--- src/core/buck_pkg.sv ---
// Shared types and timing constants for the buck gate and fault supervisor
package buck_pkg;
	// Clock period in ns
	localparam int CLK_NS = 8;
	// Switch non-overlap time
	localparam int DEAD_NS = 20;
	localparam int DEAD_CYC = (DEAD_NS + CLK_NS - 1) / CLK_NS;
	// Least high-side on time (blanking), plain default
	localparam int MIN_ON_NS = 80;
	localparam int MIN_ON_CYC = (MIN_ON_NS + CLK_NS - 1) / CLK_NS;
	// Bootstrap refresh pulse (minimum off time), plain default
	localparam int MIN_OFF_NS = 200;
	localparam int MIN_OFF_CYC = (MIN_OFF_NS + CLK_NS - 1) / CLK_NS;
	// Start-up low-side precharge time, plain default
	localparam int PRECHG_NS = 400;
	localparam int PRECHG_CYC = (PRECHG_NS + CLK_NS - 1) / CLK_NS;
	// Power-good qualification time
	localparam int PG_US = 1100;
	localparam int PG_CYC = PG_US * 1000 / CLK_NS;
	// Hiccup off time
	localparam int HICCUP_US = 55000;
	localparam int HICCUP_CYC = HICCUP_US * 1000 / CLK_NS;
	// Consecutive over-average switching cycles before hiccup
	localparam int AVG_TRIP_CNT = 32;
	// Reset values
	localparam logic [1:0] GATES_RST = 2'h0;
	localparam logic MODE_HIC_RST = 1'h0;

	// Channel sequencing states, Gray along the usual path
	typedef enum logic [2:0] {
		ST_OFF = 3'h0,
		ST_INIT = 3'h1,
		ST_PRE = 3'h3,
		ST_RUN = 3'h2,
		ST_HIC = 3'h6
	} state_e;

	// Digitised comparator results of one channel
	typedef struct packed {
		logic pwm_req;
		logic first_peak_limit;
		logic second_peak_limit;
		logic negative_peak_limit;
		logic avg_over;
		logic boot_low;
		logic over_114;
		logic at_nominal;
	} chan_cmp_s;

	// Chip-level comparator and pin results
	typedef struct packed {
		logic input_undervolt_lockout;
		logic rail_above_4v;
		logic rail_above_3v5;
		logic lowside2_current_mode_pin;
		logic ch1_feedback;
		logic ch1_enable_in;
		logic ch2_enable_in;
		logic cycle_tick;
	} glob_cmp_s;
endpackage : buck_pkg

--- src/core/buck_gate_and_fault_supervisor.sv ---
// Gate sequencing and fault supervisor for a two-channel buck controller
// Summary of operation
// RULE_01 - About 20 ns with both switches off before the other switch turns on.
// RULE_02 - At start-up low side turns on first; high side only after it is off.
// RULE_03 - Bootstrap low while not switching issues one minimum off-time pulse.
// RULE_04 - Power-good rises after channel 1 feedback stays in window 1.1 ms.
// RULE_05 - Power-good drops when channel 1 leaves its window or enable is low.
// RULE_06 - Power-good drop has no qualification delay.
// RULE_07 - Input undervoltage holds the controller in reset, disabled.
// RULE_08 - During undervoltage, power-good stays driven low.
// RULE_09 - Regulated rail ready above 4 V, failed below 3.5 V, with hysteresis.
// RULE_10 - Overcurrent mode is sampled once during initialisation and latched.
// RULE_11 - Mode pin below 0.3 V selects constant current, else hiccup.
// RULE_12 - Hiccup mode: 32 cycles over average limit stops switching 55 ms.
// RULE_13 - First peak limit ends the present high-side pulse on either channel.
// RULE_14 - First peak limit never cuts a pulse below the blanking time.
// RULE_15 - Second peak limit turns all switches off 55 ms, then restarts; code turns off only the two switches of the tripping channel.
// RULE_16 - Negative peak limit turns low side off, high side on for that cycle.
// RULE_17 - Overvoltage means output above 114 percent of nominal.
// RULE_18 - Overvoltage holds high side off, low side on, save negative limit.
// RULE_19 - Overvoltage cleared and output nominal again resumes normal PWM.
// RULE_20 - Overvoltage flag output is high while overvoltage protection trips.
// RULE_21 - Comparator inputs are synchronised; hiccup time counted in clocks.
// RULE_22 - Hiccup restart re-enters initialisation with both switches off.
`timescale 1ns/1ns
module buck_gate_and_fault_supervisor #(
	parameter int HICCUP_CYCLES = buck_pkg::HICCUP_CYC,
	parameter int PG_CYCLES = buck_pkg::PG_CYC
) (
	// Clock and reset
	input wire logic clk,
	input wire logic resetn,
	// Comparator results
	input buck_pkg::glob_cmp_s glob_in,
	input buck_pkg::chan_cmp_s [1:0] chan_in,
	// Switch drives, index 0 is channel 1
	output logic [1:0] upper_switch_drive,
	output logic [1:0] lower_switch_drive,
	// Status
	output logic power_good_out,
	output logic excess_output_flag,
	output logic ocp_hiccup_mode
);

	// Two-stage synchronisers for every comparator input
	// Logic reads only the second stage, never the first
	buck_pkg::glob_cmp_s gs1_q, gs2_q;
	buck_pkg::chan_cmp_s [1:0] cs1_q, cs2_q;
	always_ff @(posedge clk or negedge resetn)
	begin
		if (!resetn)
		begin
			gs1_q <= '0;
			gs2_q <= '0;
			cs1_q <= '0;
			cs2_q <= '0;
		end
		else
		begin
			gs1_q <= glob_in; // see RULE_21
			gs2_q <= gs1_q;
			cs1_q <= chan_in;
			cs2_q <= cs1_q;
		end
	end

	// Rail hysteresis, mode latch and power-good
	logic por_q, por_d, smp_q, smp_d, hic_q, hic_d, pg_q, pg_d, ready;
	logic [31:0] pgc_q, pgc_d;
	logic [1:0] in_init, ov_w;
	always_comb
	begin
		por_d = por_q;
		if (gs2_q.rail_above_4v)
			por_d = 1'b1; // see RULE_09
		else if (!gs2_q.rail_above_3v5)
			por_d = 1'b0; // see RULE_09
		// Mode latch re-arms only when the supply drops out
		smp_d = smp_q;
		hic_d = hic_q;
		if (!ready)
			smp_d = 1'b0;
		else if (|in_init && !smp_q)
		begin
			smp_d = 1'b1; // see RULE_10
			hic_d = !gs2_q.lowside2_current_mode_pin; // see RULE_11
		end
		// Qualification count; any drop clears at once
		pg_d = pg_q;
		pgc_d = pgc_q;
		if (!gs2_q.ch1_feedback || !gs2_q.ch1_enable_in || !ready)
		begin
			pg_d = 1'b0; // see RULE_05 RULE_06 RULE_08
			pgc_d = 32'h0000_0000;
		end
		else if (pgc_q == 32'(PG_CYCLES - 1))
			pg_d = 1'b1; // see RULE_04
		else
			pgc_d = pgc_q + 32'h0000_0001;
	end

	// Ready only with the rail up and no input undervoltage
	assign ready = por_q && !gs2_q.input_undervolt_lockout; // see RULE_07

	always_ff @(posedge clk or negedge resetn)
	begin
		if (!resetn)
		begin
			por_q <= 1'b0;
			smp_q <= 1'b0;
			hic_q <= buck_pkg::MODE_HIC_RST;
			pg_q <= 1'b0;
			pgc_q <= 32'h0000_0000;
			power_good_out <= 1'b0;
			excess_output_flag <= 1'b0;
			ocp_hiccup_mode <= buck_pkg::MODE_HIC_RST;
		end
		else
		begin
			por_q <= por_d;
			smp_q <= smp_d;
			hic_q <= hic_d;
			pg_q <= pg_d;
			pgc_q <= pgc_d;
			power_good_out <= pg_d;
			excess_output_flag <= |ov_w; // see RULE_20
			ocp_hiccup_mode <= hic_d;
		end
	end

	// One supervisor per channel
	genvar ch;
	generate
		for (ch = 0; ch < 2; ch++)
		begin : g_ch
			buck_pkg::state_e st_q, st_d;
			buck_pkg::chan_cmp_s c;
			logic [31:0] cnt_q, cnt_d;
			logic [7:0] on_q, on_d, ref_q, ref_d;
			logic [3:0] dead_q, dead_d;
			logic [5:0] avg_q, avg_d;
			logic [1:0] out_q, out_d, tgt;
			logic en, pk_q, pk_d, ng_q, ng_d, ov_q, ov_d, hs_want;

			assign c = cs2_q[ch];
			assign en = (ch == 0) ? gs2_q.ch1_enable_in
				: gs2_q.ch2_enable_in;
			assign in_init[ch] = (st_q == buck_pkg::ST_INIT);
			assign ov_w[ch] = ov_q;

			// Sequencing, protections and target gate pattern
			always_comb
			begin
				st_d = st_q;
				cnt_d = cnt_q;
				avg_d = avg_q;
				pk_d = pk_q;
				ng_d = ng_q;
				ov_d = ov_q;
				ref_d = ref_q;
				tgt = 2'h0;
				hs_want = 1'b0;
				// Blanking counter for the high-side pulse
				on_d = out_q[1] ? ((on_q == 8'hff) ? on_q
					: on_q + 8'h01) : 8'h00;
				// Peak cut lasts until the modulator drops its request
				if (!c.pwm_req)
					pk_d = 1'b0;
				else if (out_q[1] && c.first_peak_limit &&
					on_q >= 8'(buck_pkg::MIN_ON_CYC))
					pk_d = 1'b1; // see RULE_13 RULE_14
				// Negative cut lasts for the rest of this cycle;
				// a trip in the tick cycle beats the clear
				if (out_q[0] && c.negative_peak_limit)
					ng_d = 1'b1; // see RULE_16
				else if (gs2_q.cycle_tick)
					ng_d = 1'b0;
				// Overvoltage holds until output is back at nominal
				if (c.over_114)
					ov_d = 1'b1; // see RULE_17
				else if (c.at_nominal)
					ov_d = 1'b0; // see RULE_19
				if (ref_q != 8'h00)
					ref_d = ref_q - 8'h01;
				case (st_q)
					buck_pkg::ST_OFF:
					begin
						cnt_d = 32'h0000_0000;
						st_d = buck_pkg::ST_INIT;
					end
					buck_pkg::ST_INIT:
					begin
						cnt_d = 32'h0000_0000;
						st_d = buck_pkg::ST_PRE;
					end
					buck_pkg::ST_PRE:
					begin
						tgt = 2'h1; // see RULE_02
						if (out_q == 2'h1)
							cnt_d = cnt_q + 32'h0000_0001;
						if (cnt_q >= 32'(buck_pkg::PRECHG_CYC - 1))
						begin
							st_d = buck_pkg::ST_RUN;
							avg_d = 6'h00;
						end
					end
					buck_pkg::ST_RUN:
					begin
						hs_want = c.pwm_req && !pk_q;
						// Not switching and bootstrap low: refresh
						if (ref_q == 8'h00 && c.boot_low &&
							out_q != 2'h1)
							ref_d = 8'(buck_pkg::MIN_OFF_CYC); // see RULE_03
						// Overvoltage blocks the high side from its first
						// synchronised cycle, before the latch is set
						if (ref_q != 8'h00 || ov_q || c.over_114)
							hs_want = 1'b0; // see RULE_03 RULE_18
						// Negative limit turns the high side back on
						if (ng_q)
							hs_want = 1'b1; // see RULE_16 RULE_18
						tgt = {hs_want, !hs_want};
						// Run of consecutive over-average cycles
						if (gs2_q.cycle_tick)
							avg_d = c.avg_over ? avg_q + 6'h01 : 6'h00;
						if (c.second_peak_limit ||
							(hic_q && gs2_q.cycle_tick && c.avg_over &&
							avg_q == 6'(buck_pkg::AVG_TRIP_CNT - 1)))
						begin
							st_d = buck_pkg::ST_HIC; // see RULE_12 RULE_15
							cnt_d = 32'h0000_0000;
							tgt = 2'h0;
						end
					end
					buck_pkg::ST_HIC:
					begin
						// Both gates stay off while the timer runs
						cnt_d = cnt_q + 32'h0000_0001; // see RULE_21
						if (cnt_q == 32'(HICCUP_CYCLES - 1))
							st_d = buck_pkg::ST_INIT; // see RULE_22
					end
					default:
						st_d = buck_pkg::ST_OFF;
				endcase
				// Disable or supply loss wins over every state
				if (!en || !ready)
				begin
					st_d = buck_pkg::ST_OFF; // see RULE_07
					tgt = 2'h0;
				end
			end

			// Non-overlap: any change passes through both-off
			always_comb
			begin
				out_d = out_q;
				dead_d = (dead_q != 4'h0) ? dead_q - 4'h1 : dead_q;
				if (tgt != out_q)
				begin
					if (out_q != 2'h0)
					begin
						out_d = 2'h0;
						dead_d = 4'(buck_pkg::DEAD_CYC); // see RULE_01
					end
					else if (dead_q == 4'h0)
						out_d = tgt; // see RULE_01 RULE_02
				end
			end

			always_ff @(posedge clk or negedge resetn)
			begin
				if (!resetn)
				begin
					st_q <= buck_pkg::ST_OFF;
					cnt_q <= 32'h0000_0000;
					on_q <= 8'h00;
					ref_q <= 8'h00;
					dead_q <= 4'h0;
					avg_q <= 6'h00;
					out_q <= buck_pkg::GATES_RST;
					pk_q <= 1'b0;
					ng_q <= 1'b0;
					ov_q <= 1'b0;
				end
				else
				begin
					st_q <= st_d;
					cnt_q <= cnt_d;
					on_q <= on_d;
					ref_q <= ref_d;
					dead_q <= dead_d;
					avg_q <= avg_d;
					out_q <= out_d;
					pk_q <= pk_d;
					ng_q <= ng_d;
					ov_q <= ov_d;
				end
			end

			// Gate outputs straight from the pattern register
			assign upper_switch_drive[ch] = out_q[1];
			assign lower_switch_drive[ch] = out_q[0];
		end
	endgenerate

endmodule : buck_gate_and_fault_supervisor

--- config.mk ---
export PLATFORM = sky130hd
export DESIGN_NAME = buck_gate_and_fault_supervisor
export DESIGN_NICKNAME = d
export VERILOG_FILES = /design/src/core/buck_pkg.sv /design/src/core/buck_gate_and_fault_supervisor.sv
export SDC_FILE = /design/constraint.sdc
export NUM_CORES = 1
export LEC_CHECK = 0
export BUFFER_PORTS_ARGS = -buffer_cell sky130_fd_sc_hd__buf_4
export CORE_ASPECT_RATIO = 1.25
export CORE_MARGIN = 5
export CORE_UTILIZATION = 52
export CTS_CLUSTER_SIZE = 12
export DETAILED_ROUTE_END_ITERATION = 8
export GPL_ROUTABILITY_DRIVEN = 0
export PLACE_DENSITY_LB_ADDON = 0.1
export SLEW_MARGIN = 15
export SYNTH_ARGS = -nofsm -noshare
export SYNTH_HDL_FRONTEND = slang
export SYNTH_SLANG_ARGS = --single-unit
--- constraint.sdc ---
create_clock -name clk -period 2.5 [get_ports clk]
set_clock_uncertainty 0.1 [all_clocks]
set_input_delay 0.125 -clock clk [delete_from_list [all_inputs] [get_ports clk]]
set_output_delay 0.125 -clock clk [all_outputs]
set_load 0.02 [all_outputs]
# == Word level (Yosys, flattened, before mapping) ==
# Index checks and enable logic that the tools add are counted.
# word_totals
ff_bits,217
inputBits,26
out_inout_bits,7
wordCells,282
# op_classes
addsub,11
order_cmp,4
n_eq_ne,42
mux,75
n_reduce_logical,76
# ops
op,count
$pmux 32 s4,2
$mux 32,6
$add 32x1->32 const B,3
$mux 8,10
$eq 32x23->1 const B,2
$ge 32x6->1 const B,2
$mux 6,6
$eq 32x18->1 const B,1
$pmux 3 s5,2
$mux 3,8
$mux 4,6
$pmux 6 s2,2
$mux 1,23
$ne 2x2->1 const B,11
$reduce_bool 2->1,11
$logic_and 1x1->1,19
$ne 3x3->1 const B,6
$reduce_and 3->1,6
$add 8x1->8 const B,2
$eq 8x8->1 const B,2
$ge 8x4->1 const B,2
$logic_not 8->1,2
$mux 2,8
$reduce_bool 4->1,4
other kinds (18),62

# == Longest topological paths before layout ==
# Gate-level depths: netlist of the first run.
# depth
depth_word,12
depth_mapped,8
ltp_nobuf,7

# == Worst setup path after synthesis of the first run ==
# OpenSTA, ideal clock, no wires.
# synth_timing
kind,register -> register
startpoint,register g_ch[1].out_q[1]
endpoint,register g_ch[1].cnt_q[27]
setup_ns,0.078
arrival_time_ns,1.952
required_ns,2.322
slack_ns,0.370
stages_incl_launch_ff,7
path_buffers,1
path_cell_list,dfrtp_1 > buf_2 > nor3b_1 > o211a_1 > nand3_1 > or4_1 > a21oi_1
# synth_via
elab_chain_cells,3
# synth_lines
element,line,text
from (decl),buck_gate_and_fault_supervisor.sv:142,"logic [1:0] out_q, out_d, tgt;"
from (signal assigned),buck_gate_and_fault_supervisor.sv:279,out_q <= buck_pkg::GATES_RST;
from (signal assigned),buck_gate_and_fault_supervisor.sv:292,out_q <= out_d;
$eq 2x1->1,buck_gate_and_fault_supervisor.sv:199,if (out_q == 2'h1)
$ne 2x2->1 (no line),n/a,
$reduce_and 3->1 (no line),n/a,
to (signal assigned),buck_gate_and_fault_supervisor.sv:287,cnt_q <= cnt_d;
to (decl),buck_gate_and_fault_supervisor.sv:138,"logic [31:0] cnt_q, cnt_d;"
# Every way passes these cells.
# A chain may end at the register's enable or synchronous reset.

# == Worst setup path in the final report of the first run ==
# layout_timing
startpoint,register g_ch[1].avg_q[0]
endpoint,register g_ch[1].cnt_q[29]
# layout_via
elab_chain_cells,5
# layout_lines
element,line,text
from (decl),buck_gate_and_fault_supervisor.sv:141,"logic [5:0] avg_q, avg_d;"
from (signal assigned),buck_gate_and_fault_supervisor.sv:291,avg_q <= avg_d;
$eq 6x5->1,buck_gate_and_fault_supervisor.sv:227,avg_q == 6'(buck_pkg::AVG_TRIP_CNT - 1)))
$logic_and 1x1->1,buck_gate_and_fault_supervisor.sv:226,(hic_q && gs2_q.cycle_tick && c.avg_over &&
$logic_or 1x1->1,buck_gate_and_fault_supervisor.sv:225,if (c.second_peak_limit ||
$ne 2x2->1 (no line),n/a,
$reduce_and 3->1 (no line),n/a,
# Every way passes these cells.

==> impl_metrics.json, run 1 <==
{
  "ios": 33,
  "synthCells": 1050,
  "grt_max_degree": 62,
  "synth_area_per_cell_sq_um": 9.97,
  "period_needed_ps": 2310,
  "slew_headroom_pct": 57.0,
  "row_count": 58,
  "cp.required_ps": 2820,
  "holdCritPathClass": "in2async",
  "overflow": 0,
  "fin_util_pct": 61.1,
  "synth_commonest_cells": "dfrtp_1, nor2_1, nand2_1",
  "ys_top_cells_by_area": "dfrtp_1, xnor2_1, nor2_1",
  "hold_viol_final": 0,
  "syn_nets": 1095,
  "start_util_pct": 52.5,
  "n_fill_cell": 1721,
  "n_antenna_cell": 0,
  "worstPathMaxFanout": 10,
  "cts_root_buf": "clkbuf_16",
  "ir_worst_vdd_mv": 0.531,
  "final_max_slew_viol_count": 0,
  "viasPerCell": 5.62,
  "fp.dieW_um": 137,
  "die-area_sq_mm": 0.0231,
  "yosys.cell_types.count": 66,
  "synthToLayoutAreaGrowth_pct": 16.5,
  "reg2reg_depth": 6,
  "p_per_area_mw_per_mm2": 665,
  "post_cts_buffers": 0,
  "drc": 0,
  "drive_gt1_share_pct": 10.9,
  "rsz0062_at_grt": "false",
  "grt_first_pass_wirelength_um": 38100,
  "multi_input_area_sq_mm": 0.00474,
  "r2r_start": "g_ch[1].avg_q[0]$_DFFE_PN0P_",
  "status": "finished, final reports clean",
  "ant_nets": 0,
  "grt_usage_pct": 19.5,
  "drv_cap": 0,
  "ys_seq_elements": 217,
  "numCtsBuffers": 23,
  "seq_area_sq_mm": 0.00543,
  "cts_buffer_depth": 3,
  "tightest_slew_ps": 639,
  "port_buffers": 32,
  "reg2reg_to": "g_ch[1].cnt_q[29]$_DFFE_PN0P_",
  "place_hpwl_um": 14900,
  "synth_area_sq_mm": 0.0105,
  "routedWlPerCell_um": 15.3,
  "timing.fmax_ghz": 0.432,
  "yosysWarningCount": 0,
  "htree_num_levels": 1,
  "core_area_sq_mm": 0.0200,
  "cts_sinks": 217,
  "fin_nets": 1184,
  "drt_iter0_drc": 434,
  "end_kind": "flop",
  "yosysTopAreaCell": "dfrtp_1",
  "synthFlopType": "dfrtp_1",
  "power_leakage_uw": 0.00495,
  "yosysTopAreaCellShare_pct": 51.9,
  "finalInstanceArea_sq_mm": 0.0122,
  "async_flop_share_pct": 100,
  "finalSetupTns_ps": 0,
  "dr.pass1.iters": 5,
  "dpl_cell_area_sq_mm": 0.0113,
  "criticalPathCategory": "reg2reg",
  "cts_tree": "built",
  "cp_data_arrival_time_ps": 2640,
  "yosysMostFrequentCell": "dfrtp_1",
  "synth_edf_count": 0,
  "vias": 7989,
  "fp.dieH_um": 169,
  "r2r_slack_ps": 190,
  "grt_pass1_vias": 7957,
  "synth_seq_area_share_pct": 51.9,
  "cts.repair.resized": 0,
  "fin_crit_sh_pct": 92.5,
  "wirelength_um": 21700,
  "start_kind": "flop",
  "insertion_delay_ps": 500,
  "clk_pin_slew_worst_paths_ps": 60,
  "grt_antenna_before_repair": 0,
  "setup_viol": 0
}
==> stage by stage <==
step | hold WS, ps | std cells | power, uW | setup WS [ps]
3_5_place_dp | 1.87 | 1359 | 5030 | 195
6_report | 63.5 | 1421 | 8110 | 186
2_1_floorplan | -271 | 1050 | 4690 | 370
5_1_grt | 102 | 1421 | 8550 | 18.0
3_3_place_gp | 1.66 | 1359 | 5000 | 230
4_1_cts | 65.5 | 1421 | 8240 | 188
==> worst max path at each step <==
| stage | from | end | slack (ps) | cells after the start |
|---|---|---|---|---|
| after floorplan | g_ch[1].out_q[1]$_DFFE_PN0P_ | g_ch[1].cnt_q[27]$_DFFE_PN0P_ | 370 | 6 |
| after global placement | g_ch[0].ref_q[3]$_DFF_PN0_ | g_ch[0].dead_q[2]$_DFF_PN0_ | 230 | 5 |
| after detailed placement | g_ch[0].ref_q[3]$_DFF_PN0_ | g_ch[0].dead_q[2]$_DFF_PN0_ | 200 | 5 |
| after CTS | g_ch[0].ref_q[3]$_DFF_PN0_ | g_ch[0].dead_q[2]$_DFF_PN0_ | 190 | 5 |
| after global routing | g_ch[0].avg_q[1]$_DFFE_PN0P_ | g_ch[0].cnt_q[6]$_DFFE_PN0P_ | 20 | 7 |
| final | g_ch[1].avg_q[0]$_DFFE_PN0P_ | g_ch[1].cnt_q[29]$_DFFE_PN0P_ | 190 | 6 |
==> cell type report <==
cell class | count | area share, %
flip-flops and latches | 217 | 44.5
well taps | 270 | 2.77
clock buffers | 35 | 5.50
multi-input cells | 754 | 38.9
repair buffers | 98 | 6.91
inverters | 45 | 1.38
clock inverters | 2 | 0.0820
==> placed cells by master (no fill, tap or decap), types with 5 or more instances in the layout <==
cell type,synthesis,routed
clkbuf_8,0,5
clkbuf_16,0,23
buf_4,0,69
o211ai_1,6,6
nor3b_1,13,13
a21o_1,8,8
and3_1,24,24
nor4_1,35,35
o21ai_0,44,44
mux2i_1,12,12
nor2_1,96,96
o21a_1,7,7
xor2_1,27,27
a31oi_1,12,12
and4_1,12,12
or3_1,27,27
clkbuf_1,22,7
or4_1,15,15
and2_1,9,9
nand3_1,49,49
nor3_1,39,39
nand3b_1,5,5
nand2b_1,9,9
nor4b_1,10,10
a21oi_1,48,48
inv_1,44,44
nand2_1,79,79
ha_1,19,19
o31ai_1,16,15
nand4_1,31,31
dfrtp_1,217,217
xnor2_1,44,44
dlygate4sd3_1,0,25
==> logic make-up after synthesis <==
logic type,count (synthesis),share of synthesized area [%]
xor+xnor,71,5.94
compound gates,172,10.5
fa+ha+maj,19,2.27
simple gates,477,25.0
flops,217,51.9
mux,15,1.47
buf+inv,79,3.00
==> repair_timing <==
item	CTS	global route
setup endpoints to repair	0	0
hold buffers	25	0
endpoints found under the hold margin	241	0
==> worst max-delay path: stages (launching register included) <==
cell and delay (ps):
dfrtp_1 390, ha_1 220, and4_1 250, a21bo_2 270, nand3_1 280, or4_1 570
a21oi_1 150
==> state kept, by name (all words and copies together) (netlist names), 4 cells and up <==
register / count
cs1_q: 16
g_ch.ref_q: 16
g_ch.cnt_q: 64
g_ch.st_q: 6
g_ch.on_q: 16
gs1_q: 8
cs2_q: 16
g_ch.out_q: 4
g_ch.dead_q: 8
gs2_q: 6
pgc_q: 32
g_ch.avg_q: 12
==> power by group <==
part	leakage (uW)	internal, uW	switching, uW
sequential	0.00286	3780	199
combinational	0.00176	497	526
clock	0.000335	1830	1290
total	0.00495	6100	2010
==> layer usage <==
layer	routed length [um]	up-vias	track usage, %
met4	360	0	4.51
met3	661	28	2.41
met5	0	-	0
met1	10200	3897	27.4
li1	-	3972	-
met2	10500	92	32.5
Power figures use the tool's default switching activity.
==> run 2, diff against run 1 <==
--- a/config.mk
+++ b/config.mk
@@ -6,4 +6,5 @@
 export NUM_CORES = 1
 export LEC_CHECK = 0
+export ABC_AREA = 1
 export BUFFER_PORTS_ARGS = -buffer_cell sky130_fd_sc_hd__buf_4
 export CORE_ASPECT_RATIO = 1.25
==> constraint.sdc (replaced) <==
create_clock -name clk -period 2.5 [get_ports clk]
set_clock_uncertainty 0.1 [all_clocks]
set_input_delay 0.125 -clock clk [delete_from_list [all_inputs] [get_ports clk]]
set_output_delay 0.125 -clock clk [all_outputs]
set_load 0.01 [all_outputs]
==> run 2 against run 1 <==
Against the previous run: first-iteration DRC count grew 78%; utilization shrank 0.95 points; count of clock-buffer cells in the layout up 1; sequential power about the same; hold slack worse by 29 ps; die area up 11%; power increased by 3.9%; synthesized cell count increased by 42%; clock power grew 12%; largest cell class unchanged; highest routed layer unchanged.
==> impl_metrics.json, run 2 <==
{
  "top_register": "g_ch.cnt_q",
  "cts_sinks": 217,
  "slew_headroom_pct": 67.2,
  "grt_pass1_vias": 9755,
  "status": "finished, final reports clean",
  "hold_viol_final": 0,
  "drive_gt1_share_pct": 9.92,
  "synth_edf_count": 0,
  "worstPathMaxFanout": 26,
  "p_per_area_mw_per_mm2": 633,
  "yosysTopAreaCellShare_pct": 46.6,
  "cts_tree": "built",
  "drv_cap": 0,
  "start_kind": "flop",
  "cts_buffer_depth": 3,
  "grt_first_pass_wirelength_um": 45800,
  "yosysMostFrequentCell": "nand2_1",
  "fp.dieW_um": 144,
  "die-area_sq_mm": 0.0255,
  "fin_crit_sh_pct": 86.9,
  "viasPerCell": 5.41,
  "largest_register_ffs": 64,
  "grt.busiest_layer": "met2",
  "synthToLayoutAreaGrowth_pct": 14.3,
  "routedWlPerCell_um": 14.3,
  "top_regs": "g_ch.cnt_q: 64 flops, pgc_q: 32 flops",
  "rsz0062_at_grt": "false",
  "clk_pin_slew_worst_paths_ps": 60,
  "dr.pass1.iters": 5,
  "synth_area_sq_mm": 0.0117,
  "crit_path_top_delay_cell": "dfrtp_1",
  "row_count": 61,
  "ys_seq_elements": 217,
  "grt_antenna_before_repair": 0,
  "grt_max_degree": 62,
  "numCtsBuffers": 24,
  "final_max_slew_viol_count": 0,
  "criticalPathCategory": "reg2reg",
  "fin_nets": 1621,
  "synth_area_per_cell_sq_um": 7.80,
  "overflow": 0,
  "final_common_cell": "nand2_1",
  "drt_iter0_drc": 774,
  "cts_root_buf": "clkbuf_16",
  "crit_chain": "ha_1 > nand2_1 > nor2_1 > nand2_1 > nand2_2 > nand3_2 > inv_2 > buf_4 > nand4_1 > o21ai_0",
  "place_hpwl_um": 19800,
  "grt_usage_pct": 21.5,
  "yosysTopAreaCell": "dfrtp_1",
  "insertion_delay_ps": 530,
  "port_buffers": 32,
  "synth_commonest_cells": "nand2_1, dfrtp_1, inv_1",
  "use_met3_pct": 2.88,
  "timing.critical_path.buf_inv": 2,
  "tightest_slew_ps": 489,
  "core_area_sq_mm": 0.0221,
  "async_flop_share_pct": 100,
  "timing.fmax_ghz": 0.461,
  "use_met1_pct": 28.5,
  "ir_worst_vdd_mv": 0.536,
  "met2_usage_pct": 37.2,
  "synthCells": 1494,
  "r2r_slack_ps": 330,
  "cp.required_ps": 2840,
  "start_util_pct": 52.7,
  "cp_top_family": "simple AND/OR/NAND/NOR gates",
  "ios": 33,
  "end_kind": "flop",
  "wirelength_um": 26900,
  "period_needed_ps": 2170,
  "yosysWarningCount": 0,
  "drc": 0,
  "yosys.cell_types.count": 51,
  "synthFlopType": "dfrtp_1",
  "vias": 10139,
  "syn_nets": 1539,
  "n_antenna_cell": 0,
  "power_leakage_uw": 0.00587,
  "setup_viol": 0,
  "ant_nets": 0,
  "fin_util_pct": 60.2,
  "path_common_cell": "nand2_1",
  "finalSetupTns_ps": 0,
  "fp.dieH_um": 177,
  "crit_path_max_incr_delay_ps": 390,
  "holdCritPathClass": "in2async",
  "synth_seq_area_share_pct": 46.6,
  "final_cell_mix": "nand2_1, dfrtp_1, inv_1, nor2_1, nand3_1",
  "htree_num_levels": 1,
  "ys_top_cells_by_area": "dfrtp_1, nand2_1, inv_1",
  "cp_data_arrival_time_ps": 2520,
  "whs_ps": 34.2
}
==> run 2: cell count changes after synthesis, sizes merged, moves of 15 or more <==
cell,change
or3,-27
xnor2,-40
and3,-21
o21ai,+42
nor2,+119
nand3,+64
nor3,+37
clkbuf,-18
or4,-15
inv,+164
nand2,+254
nand4,+24
==> run 2: cell type report <==
class	instances	area, sq um
clock buffers	36	716
clock inverters	6	66.3
fillers	2050	8810
inverters	209	787
multi-input cells	1053	5340
flip-flops and latches	217	5430
well taps	283	354
repair buffers	71	628
==> run 2: report_power, final <==
group	internal (uW)	switching, uW
sequential	3770	174
combinational	400	596
clock	2070	1410
total	6250	2180
==> run 2: through the flow <==
stage	worst slack [ps]	instance area, sq um	power, uW	std cells
3_5_place_dp	383	12300	4980	1808
6_report	329	13300	8430	1875
4_1_cts	361	13300	8540	1875
2_1_floorplan	783	11700	4670	1494
3_3_place_gp	450	12300	4950	1808
5_1_grt	147	13300	8850	1875
==> run 2: per-layer routing <==
metal	vias up	wire length (um)
met2	190	13500
met3	50	1030
met1	4814	11800
met4	0	554
li1	5085	-
met5	-	0
==> run 2: logic make-up (layout without fill, tap and decap cells) <==
logic type,Yosys count,in the layout,share of synthesized area (%)
AO/OA/AOI/OAI,180,180,8.74
flip-flops,217,217,46.6
XOR/XNOR,21,21,1.58
multiplexers,1,1,0.0859
adder cells (fa/ha/maj),19,19,2.04
AND/OR/NAND/NOR,832,832,33.4
buffers and inverters,224,322,7.58
==> run 2: path summary, 6_finish.rpt <==
check / from / end / cells past startpoint
setup / recovery: g_ch[0].avg_q[0]$_DFFE_PN0P_ / g_ch[0].cnt_q[23]$_DFFE_PN0P_ / 10
hold / removal: resetn / g_ch[0].cnt_q[19]$_DFFE_PN0P_ / 2
setup reg to reg: g_ch[0].avg_q[0]$_DFFE_PN0P_ / g_ch[0].cnt_q[23]$_DFFE_PN0P_ / 10
hold reg to reg: gs1_q[1]$_DFF_PN0_ / g_ch[1].en$_DFF_PN0_ / 0
max in group asynchronous: resetn / pgc_q[4]$_DFFE_PN0P_ / 3
min in group clk: chan_in[6] / cs1_q[6]$_DFF_PN0_ / 2
==> run 2: what timing repair did <==
| item | CTS | global route |
|---|---|---|
| setup endpoints to repair | 0 | 0 |
| hold endpoints to repair | 241 | 0 |
| hold buffers | 25 | 0 |
| buffers inserted | 0 | 0 |
| gates resized for setup | 0 | 0 |
==> run 2: worst register-to-register path, stage by stage, from the launching register on <==
cell,delay [ps]
dfrtp_1,390
ha_1,200
nand2_1,100
nor2_1,110
nand2_1,70
nand2_2,110
nand3_2,270
inv_2,230
buf_4,290
nand4_1,140
o21ai_0,90
==> run 3, diff against run 2 <==
REMOVE_ABC_BUFFERS = 1   (was default)
==> run 3 against run 2 <==
Against the previous run: critical path depth down 1; critical path type unchanged; via count about the same; cell count unchanged; sequential power about the same; first-iteration DRC count down 2.6%; sequential share of layout area down 0.14 points; routed wire length down 0.15%; setup slack better by 120 ps.
==> impl_metrics.json, run 3 (synthesis gave the netlist of run 2 again) <==
{
  "wirelength_um": 26800,
  "row_count": 61,
  "clk_pin_slew_worst_paths_ps": 60,
  "cp_data_arrival_time_ps": 2370,
  "n_antenna_cell": 0,
  "grt_antenna_before_repair": 0,
  "top_register": "g_ch.cnt_q",
  "synthToLayoutAreaGrowth_pct": 14.7,
  "vias": 10137,
  "drt_iter0_drc": 754,
  "fp.dieW_um": 144,
  "status": "finished, final reports clean",
  "slew_headroom_pct": 67.9,
  "grt_pass1_vias": 10019,
  "fp.dieH_um": 177,
  "port_buffers": 32,
  "drv_cap": 0,
  "tightest_slew_ps": 481,
  "post_cts_buffers": 0,
  "worstPathMaxFanout": 23,
  "die-area_sq_mm": 0.0255,
  "setup_viol": 0,
  "fin_util_pct": 60.4,
  "holdCritPathClass": "in2async",
  "largest_register_ffs": 64,
  "overflow": 0,
  "criticalPathCategory": "reg2reg",
  "grt_first_pass_wirelength_um": 47100,
  "start_util_pct": 52.7,
  "ios": 33,
  "insertion_delay_ps": 510,
  "fin_crit_sh_pct": 82.0,
  "drive_gt1_share_pct": 9.86,
  "grt_max_degree": 59,
  "final_cell_mix": "nand2_1, dfrtp_1, inv_1, nor2_1, nand3_1",
  "cts_root_buf": "clkbuf_16",
  "cts.repair.resized": 0,
  "cts_tree": "built",
  "start_kind": "flop",
  "fin_nets": 1622,
  "drc": 0,
  "finalSetupTns_ps": 0,
  "p_per_area_mw_per_mm2": 639,
  "grt_usage_pct": 22.1,
  "final_max_slew_viol_count": 0,
  "rsz0062_at_grt": "false",
  "timing.fmax_ghz": 0.488,
  "dpl_cell_area_sq_mm": 0.0123,
  "period_needed_ps": 2050,
  "n_fill_cell": 2001,
  "place_hpwl_um": 19600,
  "cts_sinks": 217,
  "whs_ps": 43.7,
  "ir_worst_vdd_mv": 0.613,
  "cp.required_ps": 2820,
  "cts_hold_buffers": 25,
  "routedWlPerCell_um": 14.3,
  "ant_nets": 0,
  "top_regs": "g_ch.cnt_q: 64 flops, pgc_q: 32 flops",
  "final_common_cell": "nand2_1",
  "core_area_sq_mm": 0.0221,
  "power_leakage_uw": 0.00589,
  "viasPerCell": 5.41,
  "finalInstanceArea_sq_mm": 0.0134,
  "cts_buffer_depth": 3,
  "hold_viol_final": 0,
  "htree_num_levels": 1,
  "numCtsBuffers": 24,
  "end_kind": "flop",
  "dr.pass1.iters": 6
}
run 3: power by group:
part / internal, uW / total (uW) / switching [uW]
logic: 400 / 1000 / 600
clock network: 2240 / 3600 / 1360
registers: 3780 / 3950 / 170
total: 6420 / 8540 / 2130
run 3: per-stage QoR:
stage | cells | worst slack (ps) | total power [uW]
finish | 1875 | 449 | 8540
CTS | 1875 | 450 | 8670
floorplan | 1479 | 464 | 4660
global placement | 1809 | 565 | 4950
detailed placement | 1809 | 493 | 4990
global route | 1875 | 220 | 9010
run 3: metal layers:
layer / track usage, % / share of wire [%]
met1: 29.7 / 45
met2: 37.6 / 48
met3: 2.64 / 4.2
met4: 6.20 / 2.5
met5: 0 / 0
run 3: final cells by class:
class	instances	area, sq um	share of cell area (%)
Clock buffer	35	703	5.26
Clock inverter	6	105	0.786
Inverter	209	787	5.89
Multi-Input combinational cell	1053	5340	39.9
Sequential cell	217	5430	40.6
Tap cell	283	354	2.65
Timing Repair Buffer	72	648	4.85
run 3: critical path, stage by stage (launching register included):
cell and delay, ps:
dfrtp_1 490, nand2_1 140, nor2_1 130, nand2_1 90, nand2_4 100, nand3_4 140, inv_4 180, buf_4 260
a31oi_1 110, nor3_1 210
run 3: final timing paths:
kind	from	cells past startpoint	endpoint	slack (ps)
setup / recovery	gs2_q[0]$_DFF_PN0_	9	g_ch[1].cnt_q[9]$_DFFE_PN0P_	450
hold / removal	resetn	2	g_ch[0].cnt_q[18]$_DFFE_PN0P_	40
setup reg to reg	gs2_q[0]$_DFF_PN0_	9	g_ch[1].cnt_q[9]$_DFFE_PN0P_	450
hold reg to reg	cs1_q[15]$_DFF_PN0_	0	cs2_q[15]$_DFF_PN0_	250
max in group asynchronous	resetn	3	gs2_q[6]$_DFF_PN0_	1570
min in group clk	chan_in[8]	2	cs1_q[8]$_DFF_PN0_	150
